==> src/pid_regs.svh <==
`ifndef PID_REGS_SVH
`define PID_REGS_SVH

// opcode bytes
`define PID_OP_ADJUST_REQUESTED_PRIVILEGE_BYTE   8'h63
`define PID_OP_ESCAPE      8'h0F
`define PID_OP2_GRP0       8'h00
`define PID_OP2_GRP1       8'h01
`define PID_OP2_LAR        8'h02
`define PID_OP2_LSL        8'h03

// reg sub-field codes
`define PID_SUB_000        3'h0
`define PID_SUB_001        3'h1
`define PID_SUB_010        3'h2
`define PID_SUB_011        3'h3
`define PID_SUB_110        3'h6

// address-mode byte fields
`define PID_MOD_HI         7
`define PID_MOD_LO         6
`define PID_REG_HI         5
`define PID_REG_LO         3
`define PID_MOD_REGISTER   2'h3

// exception vectors
`define PID_EXC_INVALID_OP 5'h06
`define PID_EXC_GEN_PROT   5'h0D
`define PID_EXC_NONE       5'h00

// cycle counts, register/memory
`define PID_CYC_ADJUST_REQUESTED_PRIVILEGE_R     5'h14
`define PID_CYC_ADJUST_REQUESTED_PRIVILEGE_M     5'h15
`define PID_CYC_LAR_R      5'h0F
`define PID_CYC_LAR_M      5'h10
`define PID_CYC_LDT_TBL    5'h0B
`define PID_CYC_LOAD_LOCAL_TABLE_REG_R     5'h14
`define PID_CYC_LOAD_LOCAL_TABLE_REG_M     5'h18
`define PID_CYC_LOAD_MACHINE_STATUS_WORD_R     5'h0B
`define PID_CYC_LOAD_MACHINE_STATUS_WORD_M     5'h0E
`define PID_CYC_LSLB_R     5'h15
`define PID_CYC_LSLB_M     5'h16
`define PID_CYC_LSLP_R     5'h19
`define PID_CYC_LSLP_M     5'h1A
`define PID_CYC_LTR_R      5'h17
`define PID_CYC_LTR_M      5'h1B
`define PID_CYC_STBL       5'h09
`define PID_CYC_STORE_LOCAL_TABLE_REG       5'h02
`define PID_CYC_ZERO       5'h00
`define PID_CYC_ONE        5'h01

`define PID_CPL_KERNEL     2'h0

`endif

==> src/pid_pkg.sv <==
package pid_pkg;

    typedef enum logic [3:0] {
        PID_OP_NONE      = 4'h0,
        PID_OP_ADJ_RPL   = 4'h1,
        PID_OP_LD_AR     = 4'h2,
        PID_OP_LD_GDT    = 4'h3,
        PID_OP_LD_IDT    = 4'h4,
        PID_OP_LD_LDT    = 4'h5,
        PID_OP_LD_MSW    = 4'h6,
        PID_OP_LD_LIMIT  = 4'h7,
        PID_OP_LD_TR     = 4'h8,
        PID_OP_ST_GDT    = 4'h9,
        PID_OP_ST_IDT    = 4'hA,
        PID_OP_ST_LDT    = 4'hB
    } pid_op_t;

    typedef enum logic [1:0] {
        PID_ST_OPC  = 2'b00,
        PID_ST_OP2  = 2'b01,
        PID_ST_MODRM = 2'b10,
        PID_ST_EXEC = 2'b11
    } pid_state_t;

    // one decoded instruction, handed to the cycle timer
    typedef struct packed {
        pid_op_t    op;
        logic       mem_src;
        logic       page_gran;
        logic       prot_only;
        logic       priv_load;
        logic       tbl_lock;
        logic       sel_check;
        logic [4:0] cycles;
    } pid_decode_t;

    // outcome reported when an instruction retires or faults
    typedef struct packed {
        pid_op_t    op;
        logic       fault;
        logic [4:0] vector;
        logic       zf_clear;
    } pid_result_t;

endpackage : pid_pkg

==> src/pid_cost.sv <==
`timescale 1ns/1ps
`include "pid_regs.svh"

module pid_cost
    import pid_pkg::*;
(
    input  wire logic [7:0] op2_byte,
    input  wire logic       escaped,
    input  wire logic [7:0] modrm_byte,
    input  wire logic       page_gran,
    output pid_decode_t     dec
);

    logic [2:0] sub;
    logic       mem;

    function automatic logic [4:0] pick(input logic m,
                                        input logic [4:0] r,
                                        input logic [4:0] mm);
        pick = m ? mm : r;
    endfunction : pick

    assign sub = modrm_byte[`PID_REG_HI:`PID_REG_LO];
    assign mem = modrm_byte[`PID_MOD_HI:`PID_MOD_LO] != `PID_MOD_REGISTER;

    always_comb
    begin
        dec           = '0;
        dec.op        = PID_OP_NONE;
        dec.mem_src   = mem;
        dec.page_gran = page_gran;
        if (!escaped)
        begin
            dec.op        = PID_OP_ADJ_RPL;
            dec.prot_only = 1'b1;
            dec.cycles    = pick(mem, `PID_CYC_ADJUST_REQUESTED_PRIVILEGE_R, `PID_CYC_ADJUST_REQUESTED_PRIVILEGE_M);
        end
        else if (op2_byte == `PID_OP2_LAR)
        begin
            dec.op        = PID_OP_LD_AR;
            dec.prot_only = 1'b1;
            dec.tbl_lock  = 1'b1;
            dec.sel_check = 1'b1;
            dec.cycles    = pick(mem, `PID_CYC_LAR_R, `PID_CYC_LAR_M);
        end
        else if (op2_byte == `PID_OP2_LSL)
        begin
            dec.op        = PID_OP_LD_LIMIT;
            dec.prot_only = 1'b1;
            dec.tbl_lock  = 1'b1;
            dec.sel_check = 1'b1;
            if (page_gran)
                dec.cycles = pick(mem, `PID_CYC_LSLP_R, `PID_CYC_LSLP_M);
            else
                dec.cycles = pick(mem, `PID_CYC_LSLB_R, `PID_CYC_LSLB_M);
        end
        else if (op2_byte == `PID_OP2_GRP1)
        begin
            case (sub)
                `PID_SUB_000:
                begin
                    dec.op     = PID_OP_ST_GDT;
                    dec.cycles = `PID_CYC_STBL;
                end
                `PID_SUB_001:
                begin
                    dec.op     = PID_OP_ST_IDT;
                    dec.cycles = `PID_CYC_STBL;
                end
                `PID_SUB_010:
                begin
                    dec.op        = PID_OP_LD_GDT;
                    dec.priv_load = 1'b1;
                    dec.cycles    = `PID_CYC_LDT_TBL;
                end
                `PID_SUB_011:
                begin
                    dec.op        = PID_OP_LD_IDT;
                    dec.priv_load = 1'b1;
                    dec.cycles    = `PID_CYC_LDT_TBL;
                end
                `PID_SUB_110:
                begin
                    dec.op     = PID_OP_LD_MSW;
                    dec.cycles = pick(mem, `PID_CYC_LOAD_MACHINE_STATUS_WORD_R, `PID_CYC_LOAD_MACHINE_STATUS_WORD_M);
                end
                default:
                    dec.op = PID_OP_NONE;
            endcase
        end
        else if (op2_byte == `PID_OP2_GRP0)
        begin
            dec.prot_only = 1'b1;
            case (sub)
                `PID_SUB_000:
                begin
                    dec.op     = PID_OP_ST_LDT;
                    dec.cycles = `PID_CYC_STORE_LOCAL_TABLE_REG;
                end
                `PID_SUB_010:
                begin
                    dec.op        = PID_OP_LD_LDT;
                    dec.priv_load = 1'b1;
                    dec.tbl_lock  = 1'b1;
                    dec.cycles    = pick(mem, `PID_CYC_LOAD_LOCAL_TABLE_REG_R, `PID_CYC_LOAD_LOCAL_TABLE_REG_M);
                end
                `PID_SUB_011:
                begin
                    dec.op        = PID_OP_LD_TR;
                    dec.priv_load = 1'b1;
                    dec.tbl_lock  = 1'b1;
                    dec.cycles    = pick(mem, `PID_CYC_LTR_R, `PID_CYC_LTR_M);
                end
                default:
                    dec.prot_only = 1'b0;
            endcase
        end
    end

endmodule : pid_cost

==> src/pid_timer.sv <==
`timescale 1ns/1ps
`include "pid_regs.svh"

module pid_timer
    import pid_pkg::*;
(
    input  wire logic       sys_clk,
    input  wire logic       rst_n,
    input  wire logic       load,
    input  wire logic [4:0] cycles,
    output logic            busy,
    output logic            last
);

    logic [4:0] count_reg;
    logic [4:0] count_next;

    always_comb
    begin
        count_next = count_reg;
        if (load)
            count_next = cycles;
        else if (count_reg != `PID_CYC_ZERO)
            count_next = count_reg - `PID_CYC_ONE;
    end

    always_ff @(posedge sys_clk)
    begin
        if (!rst_n)
            count_reg <= `PID_CYC_ZERO;
        else
            count_reg <= count_next;
    end

    assign busy = count_reg != `PID_CYC_ZERO;
    assign last = count_reg == `PID_CYC_ONE;

endmodule : pid_timer

==> src/pid_decoder.sv <==
`timescale 1ns/1ps
`include "pid_regs.svh"

module pid_decoder
    import pid_pkg::*;
(
    input  wire logic        sys_clk,
    input  wire logic        rst_n,
    input  wire logic [7:0]  fetch_byte,
    input  wire logic        fetch_valid,
    output logic             fetch_ready,
    input  wire logic        prot_mode,
    input  wire logic [1:0]  current_privilege_level,
    input  wire logic        page_gran,
    input  wire logic        sel_fail,
    output logic             bus_lock,
    output logic             busy,
    output logic             done,
    output pid_result_t      result
);

    ////////////////////////////////////////////////////////////////////////
    pid_state_t  state_reg;
    pid_state_t  state_next;
    logic        esc_reg;
    logic        esc_next;
    logic [7:0]  op2_reg;
    logic [7:0]  op2_next;
    pid_decode_t cur_reg;
    pid_decode_t cur_next;
    pid_result_t result_reg;
    pid_result_t result_next;
    logic        done_reg;
    logic        done_next;
    logic        zf_reg;
    logic        zf_next;
    logic        take;
    logic        timer_load;
    logic        timer_busy;
    logic        timer_last;
    logic        fault;
    logic [4:0]  vector;
    pid_decode_t dec;

    ////////////////////////////////////////////////////////////////////////
    pid_cost u_cost (
        .op2_byte   (op2_reg),
        .escaped    (esc_reg),
        .modrm_byte (fetch_byte),
        .page_gran  (page_gran),
        .dec        (dec)
    );

    pid_timer u_timer (
        .sys_clk (sys_clk),
        .rst_n   (rst_n),
        .load    (timer_load),
        .cycles  (dec.cycles),
        .busy    (timer_busy),
        .last    (timer_last)
    );

    ////////////////////////////////////////////////////////////////////////
    // bytes are only accepted while no instruction is executing
    assign fetch_ready = state_reg != PID_ST_EXEC;
    assign take        = fetch_valid && fetch_ready;

    always_comb
    begin
        fault  = 1'b0;
        vector = `PID_EXC_NONE;
        if (dec.prot_only && !prot_mode)
        begin
            fault  = 1'b1;
            vector = `PID_EXC_INVALID_OP;
        end
        else if (dec.priv_load
                 && current_privilege_level != `PID_CPL_KERNEL)
        begin
            fault  = 1'b1;
            vector = `PID_EXC_GEN_PROT;
        end
    end

    assign timer_load = state_reg == PID_ST_MODRM && take
                        && dec.op != PID_OP_NONE && !fault;

    always_comb
    begin
        state_next  = state_reg;
        esc_next    = esc_reg;
        op2_next    = op2_reg;
        cur_next    = cur_reg;
        result_next = result_reg;
        done_next   = 1'b0;
        zf_next     = zf_reg;
        case (state_reg)
            PID_ST_OPC:
            begin
                if (take)
                begin
                    if (fetch_byte == `PID_OP_ESCAPE)
                    begin
                        esc_next   = 1'b1;
                        state_next = PID_ST_OP2;
                    end
                    else if (fetch_byte == `PID_OP_ADJUST_REQUESTED_PRIVILEGE_BYTE)
                    begin
                        esc_next   = 1'b0;
                        state_next = PID_ST_MODRM;
                    end
                end
            end
            PID_ST_OP2:
            begin
                if (take)
                begin
                    op2_next = fetch_byte;
                    if (fetch_byte == `PID_OP2_GRP0
                        || fetch_byte == `PID_OP2_GRP1
                        || fetch_byte == `PID_OP2_LAR
                        || fetch_byte == `PID_OP2_LSL)
                        state_next = PID_ST_MODRM;
                    else
                        state_next = PID_ST_OPC;
                end
            end
            PID_ST_MODRM:
            begin
                if (take)
                begin
                    cur_next   = dec;
                    zf_next    = 1'b0;
                    state_next = PID_ST_OPC;
                    if (dec.op != PID_OP_NONE && fault)
                    begin
                        result_next.op       = dec.op;
                        result_next.fault    = 1'b1;
                        result_next.vector   = vector;
                        result_next.zf_clear = 1'b0;
                        done_next            = 1'b1;
                    end
                    else if (dec.op != PID_OP_NONE)
                        state_next = PID_ST_EXEC;
                end
            end
            PID_ST_EXEC:
            begin
                if (cur_reg.sel_check && sel_fail)
                    zf_next = 1'b1;
                if (timer_last)
                begin
                    result_next.op       = cur_reg.op;
                    result_next.fault    = 1'b0;
                    result_next.vector   = `PID_EXC_NONE;
                    result_next.zf_clear = zf_next;
                    done_next            = 1'b1;
                    state_next           = PID_ST_OPC;
                end
            end
            default:
                state_next = PID_ST_OPC;
        endcase
    end

    always_ff @(posedge sys_clk)
    begin
        if (!rst_n)
        begin
            state_reg  <= PID_ST_OPC;
            esc_reg    <= 1'b0;
            op2_reg    <= 8'h00;
            cur_reg    <= '0;
            result_reg <= '0;
            done_reg   <= 1'b0;
            zf_reg     <= 1'b0;
        end
        else
        begin
            state_reg  <= state_next;
            esc_reg    <= esc_next;
            op2_reg    <= op2_next;
            cur_reg    <= cur_next;
            result_reg <= result_next;
            done_reg   <= done_next;
            zf_reg     <= zf_next;
        end
    end

    ////////////////////////////////////////////////////////////////////////
    // lock during table accesses
    assign bus_lock = state_reg == PID_ST_EXEC && cur_reg.tbl_lock;
    assign busy     = timer_busy;
    assign done     = done_reg;
    assign result   = result_reg;
endmodule : pid_decoder

==> config.mk <==
export PLATFORM = sky130hd
export DESIGN_NAME = pid_decoder
export DESIGN_NICKNAME = d
export VERILOG_FILES = /design/src/pid_pkg.sv /design/src/pid_cost.sv /design/src/pid_timer.sv /design/src/pid_decoder.sv
export VERILOG_INCLUDE_DIRS = /design/src
export SDC_FILE = /design/constraint.sdc
export NUM_CORES = 1
export LEC_CHECK = 0
export BUFFER_PORTS_ARGS = -buffer_cell sky130_fd_sc_hd__buf_2
export CAP_MARGIN = 20
export CORE_MARGIN = 2
export CORE_UTILIZATION = 30
export DETAILED_ROUTE_END_ITERATION = 6
export GPL_ROUTABILITY_DRIVEN = 0
export PLACE_DENSITY_LB_ADDON = 0.2
export SETUP_SLACK_MARGIN = 0.5
export SYNTH_ARGS = -nofsm -noshare
export SYNTH_HDL_FRONTEND = slang
export SYNTH_SLANG_ARGS = --single-unit
==> constraint.sdc <==
create_clock -name sys_clk -period 4.4 [get_ports sys_clk]
set_input_delay 0.88 -clock sys_clk [delete_from_list [all_inputs] [get_ports sys_clk]]
set_output_delay 0.88 -clock sys_clk [all_outputs]
set_load 0.03 [all_outputs]
==> out/metrics.cfg <==
[logic_synthesis]
ys_warn_count=0
synthFlopType=dfxtp_1
ys_types=59
ys_async_sr_fraction=0
syn_area_per_cell_sq_um=7.929
syn_area_sq_mm=0.001951
synthCells=246
synth-edff-count=0
ys_ff_latch=33
synth_nets=265
ys_seq_area_frac=0.3387

[cells_and_area]
drive_above_1_share=0.1818
fillers=698
final_nets=282
final_area_sq_mm=0.002196
syn_to_final_growth_pct=12.57
diodes=0
largest_register_ffs=9

[critical_path]
worstSetupPathType=reg2out
worstSetupEndpointType=output port
reg2reg_slack_ns=2.18
cp-start-kind=flip-flop
r2r-start=op2_reg[1]
crit_arrival_ns=1.63
worstReg2RegEnd=u_timer.count_reg[3]
ff2ff_path_depth=5
cp_data_required_time_ns=3.52
cp_max_fo=16

[drt]
via_count=1800
first_pass_iters=4
viasPerCell=5.279
ant_nets=0
drc_errors=0
routedWlPerCell_um=15.30
drt-total-wl_mm=5.218
drt_iter0_drc=82

[floorplan]
dieArea_sq_mm=0.007163
die_y_um=84.64
io_pins=31
rows=29
die_x_um=84.64
initial_utilization=0.3090
core_area_sq_mm=0.006314

[global_route]
use_met3=0.03245
antenna_found_initial=0
grt_overflow=0
busiest_layer=met2
grt_max_degree=24
grt_usage=0.1496
use_met2=0.2362
met1_usage=0.2073
grt_pass1_vias=1668
grt_pass1_wl_mm=8.618

[min_path]
hp-class=reg2reg
worst_hold_path.num_cells=2
whs_endpoint=cur_reg[6]
min-delay-start=cur_reg[6]

[place]
portBuffers=29
dp_hpwl_mm=3.799
post-place-ws_ns=1.637
place_area_sq_mm=0.002113

[pwr]
switching_power_uw=237.1
pwr-share-seq=0.451
pwr-share-comb=0.252
p_int_uw=504.9
power_density_mw_per_mm2=337.9
total_power_uw=742.0
ir_drop_uv=210.6
clockPowerShare=0.297
leakage_uw=0.0009288
switching_share=0.3195

[sta]
slew_violations=0
fin_crit_sh=0.5712
fin_tns_setup_ns=0
max_clock_freq_ghz=0.3979
fin_skew_ns=0.004792
setup_ws_ns=1.887
worst_pin_slew_ns=0.7272
rsz0062_at_grt=false
slew_headroom=0.5147
setup_viol=0
hold_viol=0
whs_ns=0.4556
min_period_ns=2.513

[clock_network]
cts_root_buf=clkbuf_8
clockBufferDepth=2
cts_resized=0
cts_made_buffers=5
cts_tree=done
htree_levels=2
postCtsSetupBuffers=0
cts_hold_buf=0
clkTransAtPathRegs_ns=0.07
insertion_delay_ns=0.29
cts.sinks=33

[status]
status=complete, no violations

[flow_run]
drv_cap=0

cell families (layout without fill, tap and decap cells):
logic type / Yosys count / after routing / synth area share
buf+inv: 27 / 45 / 0.05580
simple gates: 97 / 97 / 0.2489
compound gates: 70 / 70 / 0.2592
flops: 33 / 33 / 0.3387
xor+xnor: 4 / 4 / 0.01796
fa+ha+maj: 3 / 3 / 0.01925
mux: 11 / 11 / 0.05837
other cells: 1 / 1 / 0.001922
layout by cell type (no fill, tap or decap), types with 2 or more instances in the layout:
| cell type | instances |
|---|---|
| buf_2 | 29 |
| clkbuf_8 | 5 |
| nor3_1 | 7 |
| mux2_2 | 3 |
| a31oi_1 | 6 |
| and3_1 | 5 |
| a21oi_1 | 18 |
| nand3_1 | 8 |
| or3_1 | 2 |
| o31a_1 | 2 |
| nand2b_1 | 2 |
| nor4_1 | 2 |
| or4_1 | 2 |
| nor2b_1 | 3 |
| a2bb2oi_1 | 2 |
| a311oi_1 | 2 |
| o211ai_1 | 3 |
| clkinv_2 | 2 |
| dfxtp_1 | 33 |
| mux2i_1 | 8 |
| ha_1 | 3 |
| a21o_1 | 2 |
| nand4_1 | 8 |
| o2111ai_1 | 2 |
| nand2_1 | 24 |
| o211a_1 | 2 |
| nor2_1 | 25 |
| o21ai_0 | 11 |
| inv_1 | 8 |
| xnor2_1 | 4 |
| or2_2 | 2 |
per-stage QoR:
stage,utilization,std cells
2_1_floorplan,-,246
3_3_place_gp,0.3347,333
3_5_place_dp,0.3347,333
4_1_cts,0.3478,341
5_1_grt,0.3478,341
6_report,0.3478,341
worst max-delay path: stages, from the launching register on:
cell and delay, ns:
dfxtp_1 0.70, nand2_1 0.36, buf_2 0.28
worst max path at each step:
| stage | startpoint | end | slack (ns) |
|---|---|---|---|
| floorplan | current_privilege_level[1] | u_timer.count_reg[2] | 2.02 |
| global placement | fetch_byte[4] | result[1] | 1.69 |
| detailed placement | fetch_byte[4] | result[1] | 1.64 |
| CTS | state_reg[0] | fetch_ready | 1.90 |
| global route | state_reg[0] | fetch_ready | 1.75 |
| finish | state_reg[0] | fetch_ready | 1.89 |
cells in the mapped netlist, drive strengths merged (3+ instances only):
| cell type | count | share of area |
|---|---|---|
| a21oi | 18 | 0.046 |
| nor2 | 25 | 0.048 |
| buf | 4 | 0.012 |
| nor3 | 7 | 0.018 |
| nand2 | 24 | 0.046 |
| or4 | 3 | 0.013 |
| ha | 3 | 0.019 |
| nor2b | 3 | 0.0096 |
| o21ai | 11 | 0.028 |
| inv | 8 | 0.015 |
| clkbuf | 15 | 0.029 |
| mux2 | 3 | 0.017 |
| a31oi | 6 | 0.019 |
| dfxtp | 33 | 0.34 |
| mux2i | 8 | 0.041 |
| xnor2 | 4 | 0.018 |
| o211ai | 3 | 0.012 |
| nand4 | 8 | 0.026 |
| nand3 | 9 | 0.026 |
| and3 | 5 | 0.016 |
power groups by stage:
| stage | clock (uW) | combinational [uW] | sequential [uW] |
|---|---|---|---|
| final | 221 | 187 | 334 |
| after global routing | 244 | 215 | 337 |
| after CTS | 228 | 189 | 334 |
| after detailed placement | 0 | 187 | 341 |
| after global placement | 0 | 187 | 341 |
| after floorplan | 0 | 144 | 337 |
area by class of cell:
cell class,count,area [sq um],area share
timing repair buffer,29,145.1,0.06610
tap,77,96.34,0.04387
inverter,8,30.03,0.01368
clock inverter,2,10.01,0.004558
clock buffer,6,72.57,0.03305
sequential,33,660.6,0.3009
multi-input combinational,186,1181,0.5379
per-layer routing:
metal,routed length (um),part of all wire,vias up
li1,-,-,939
met1,2592,0.50,829
met2,2389,0.46,27
met3,181,0.035,5
met4,55,0.011,0
met5,0,0,-
(Power assumes the default switching activity.)
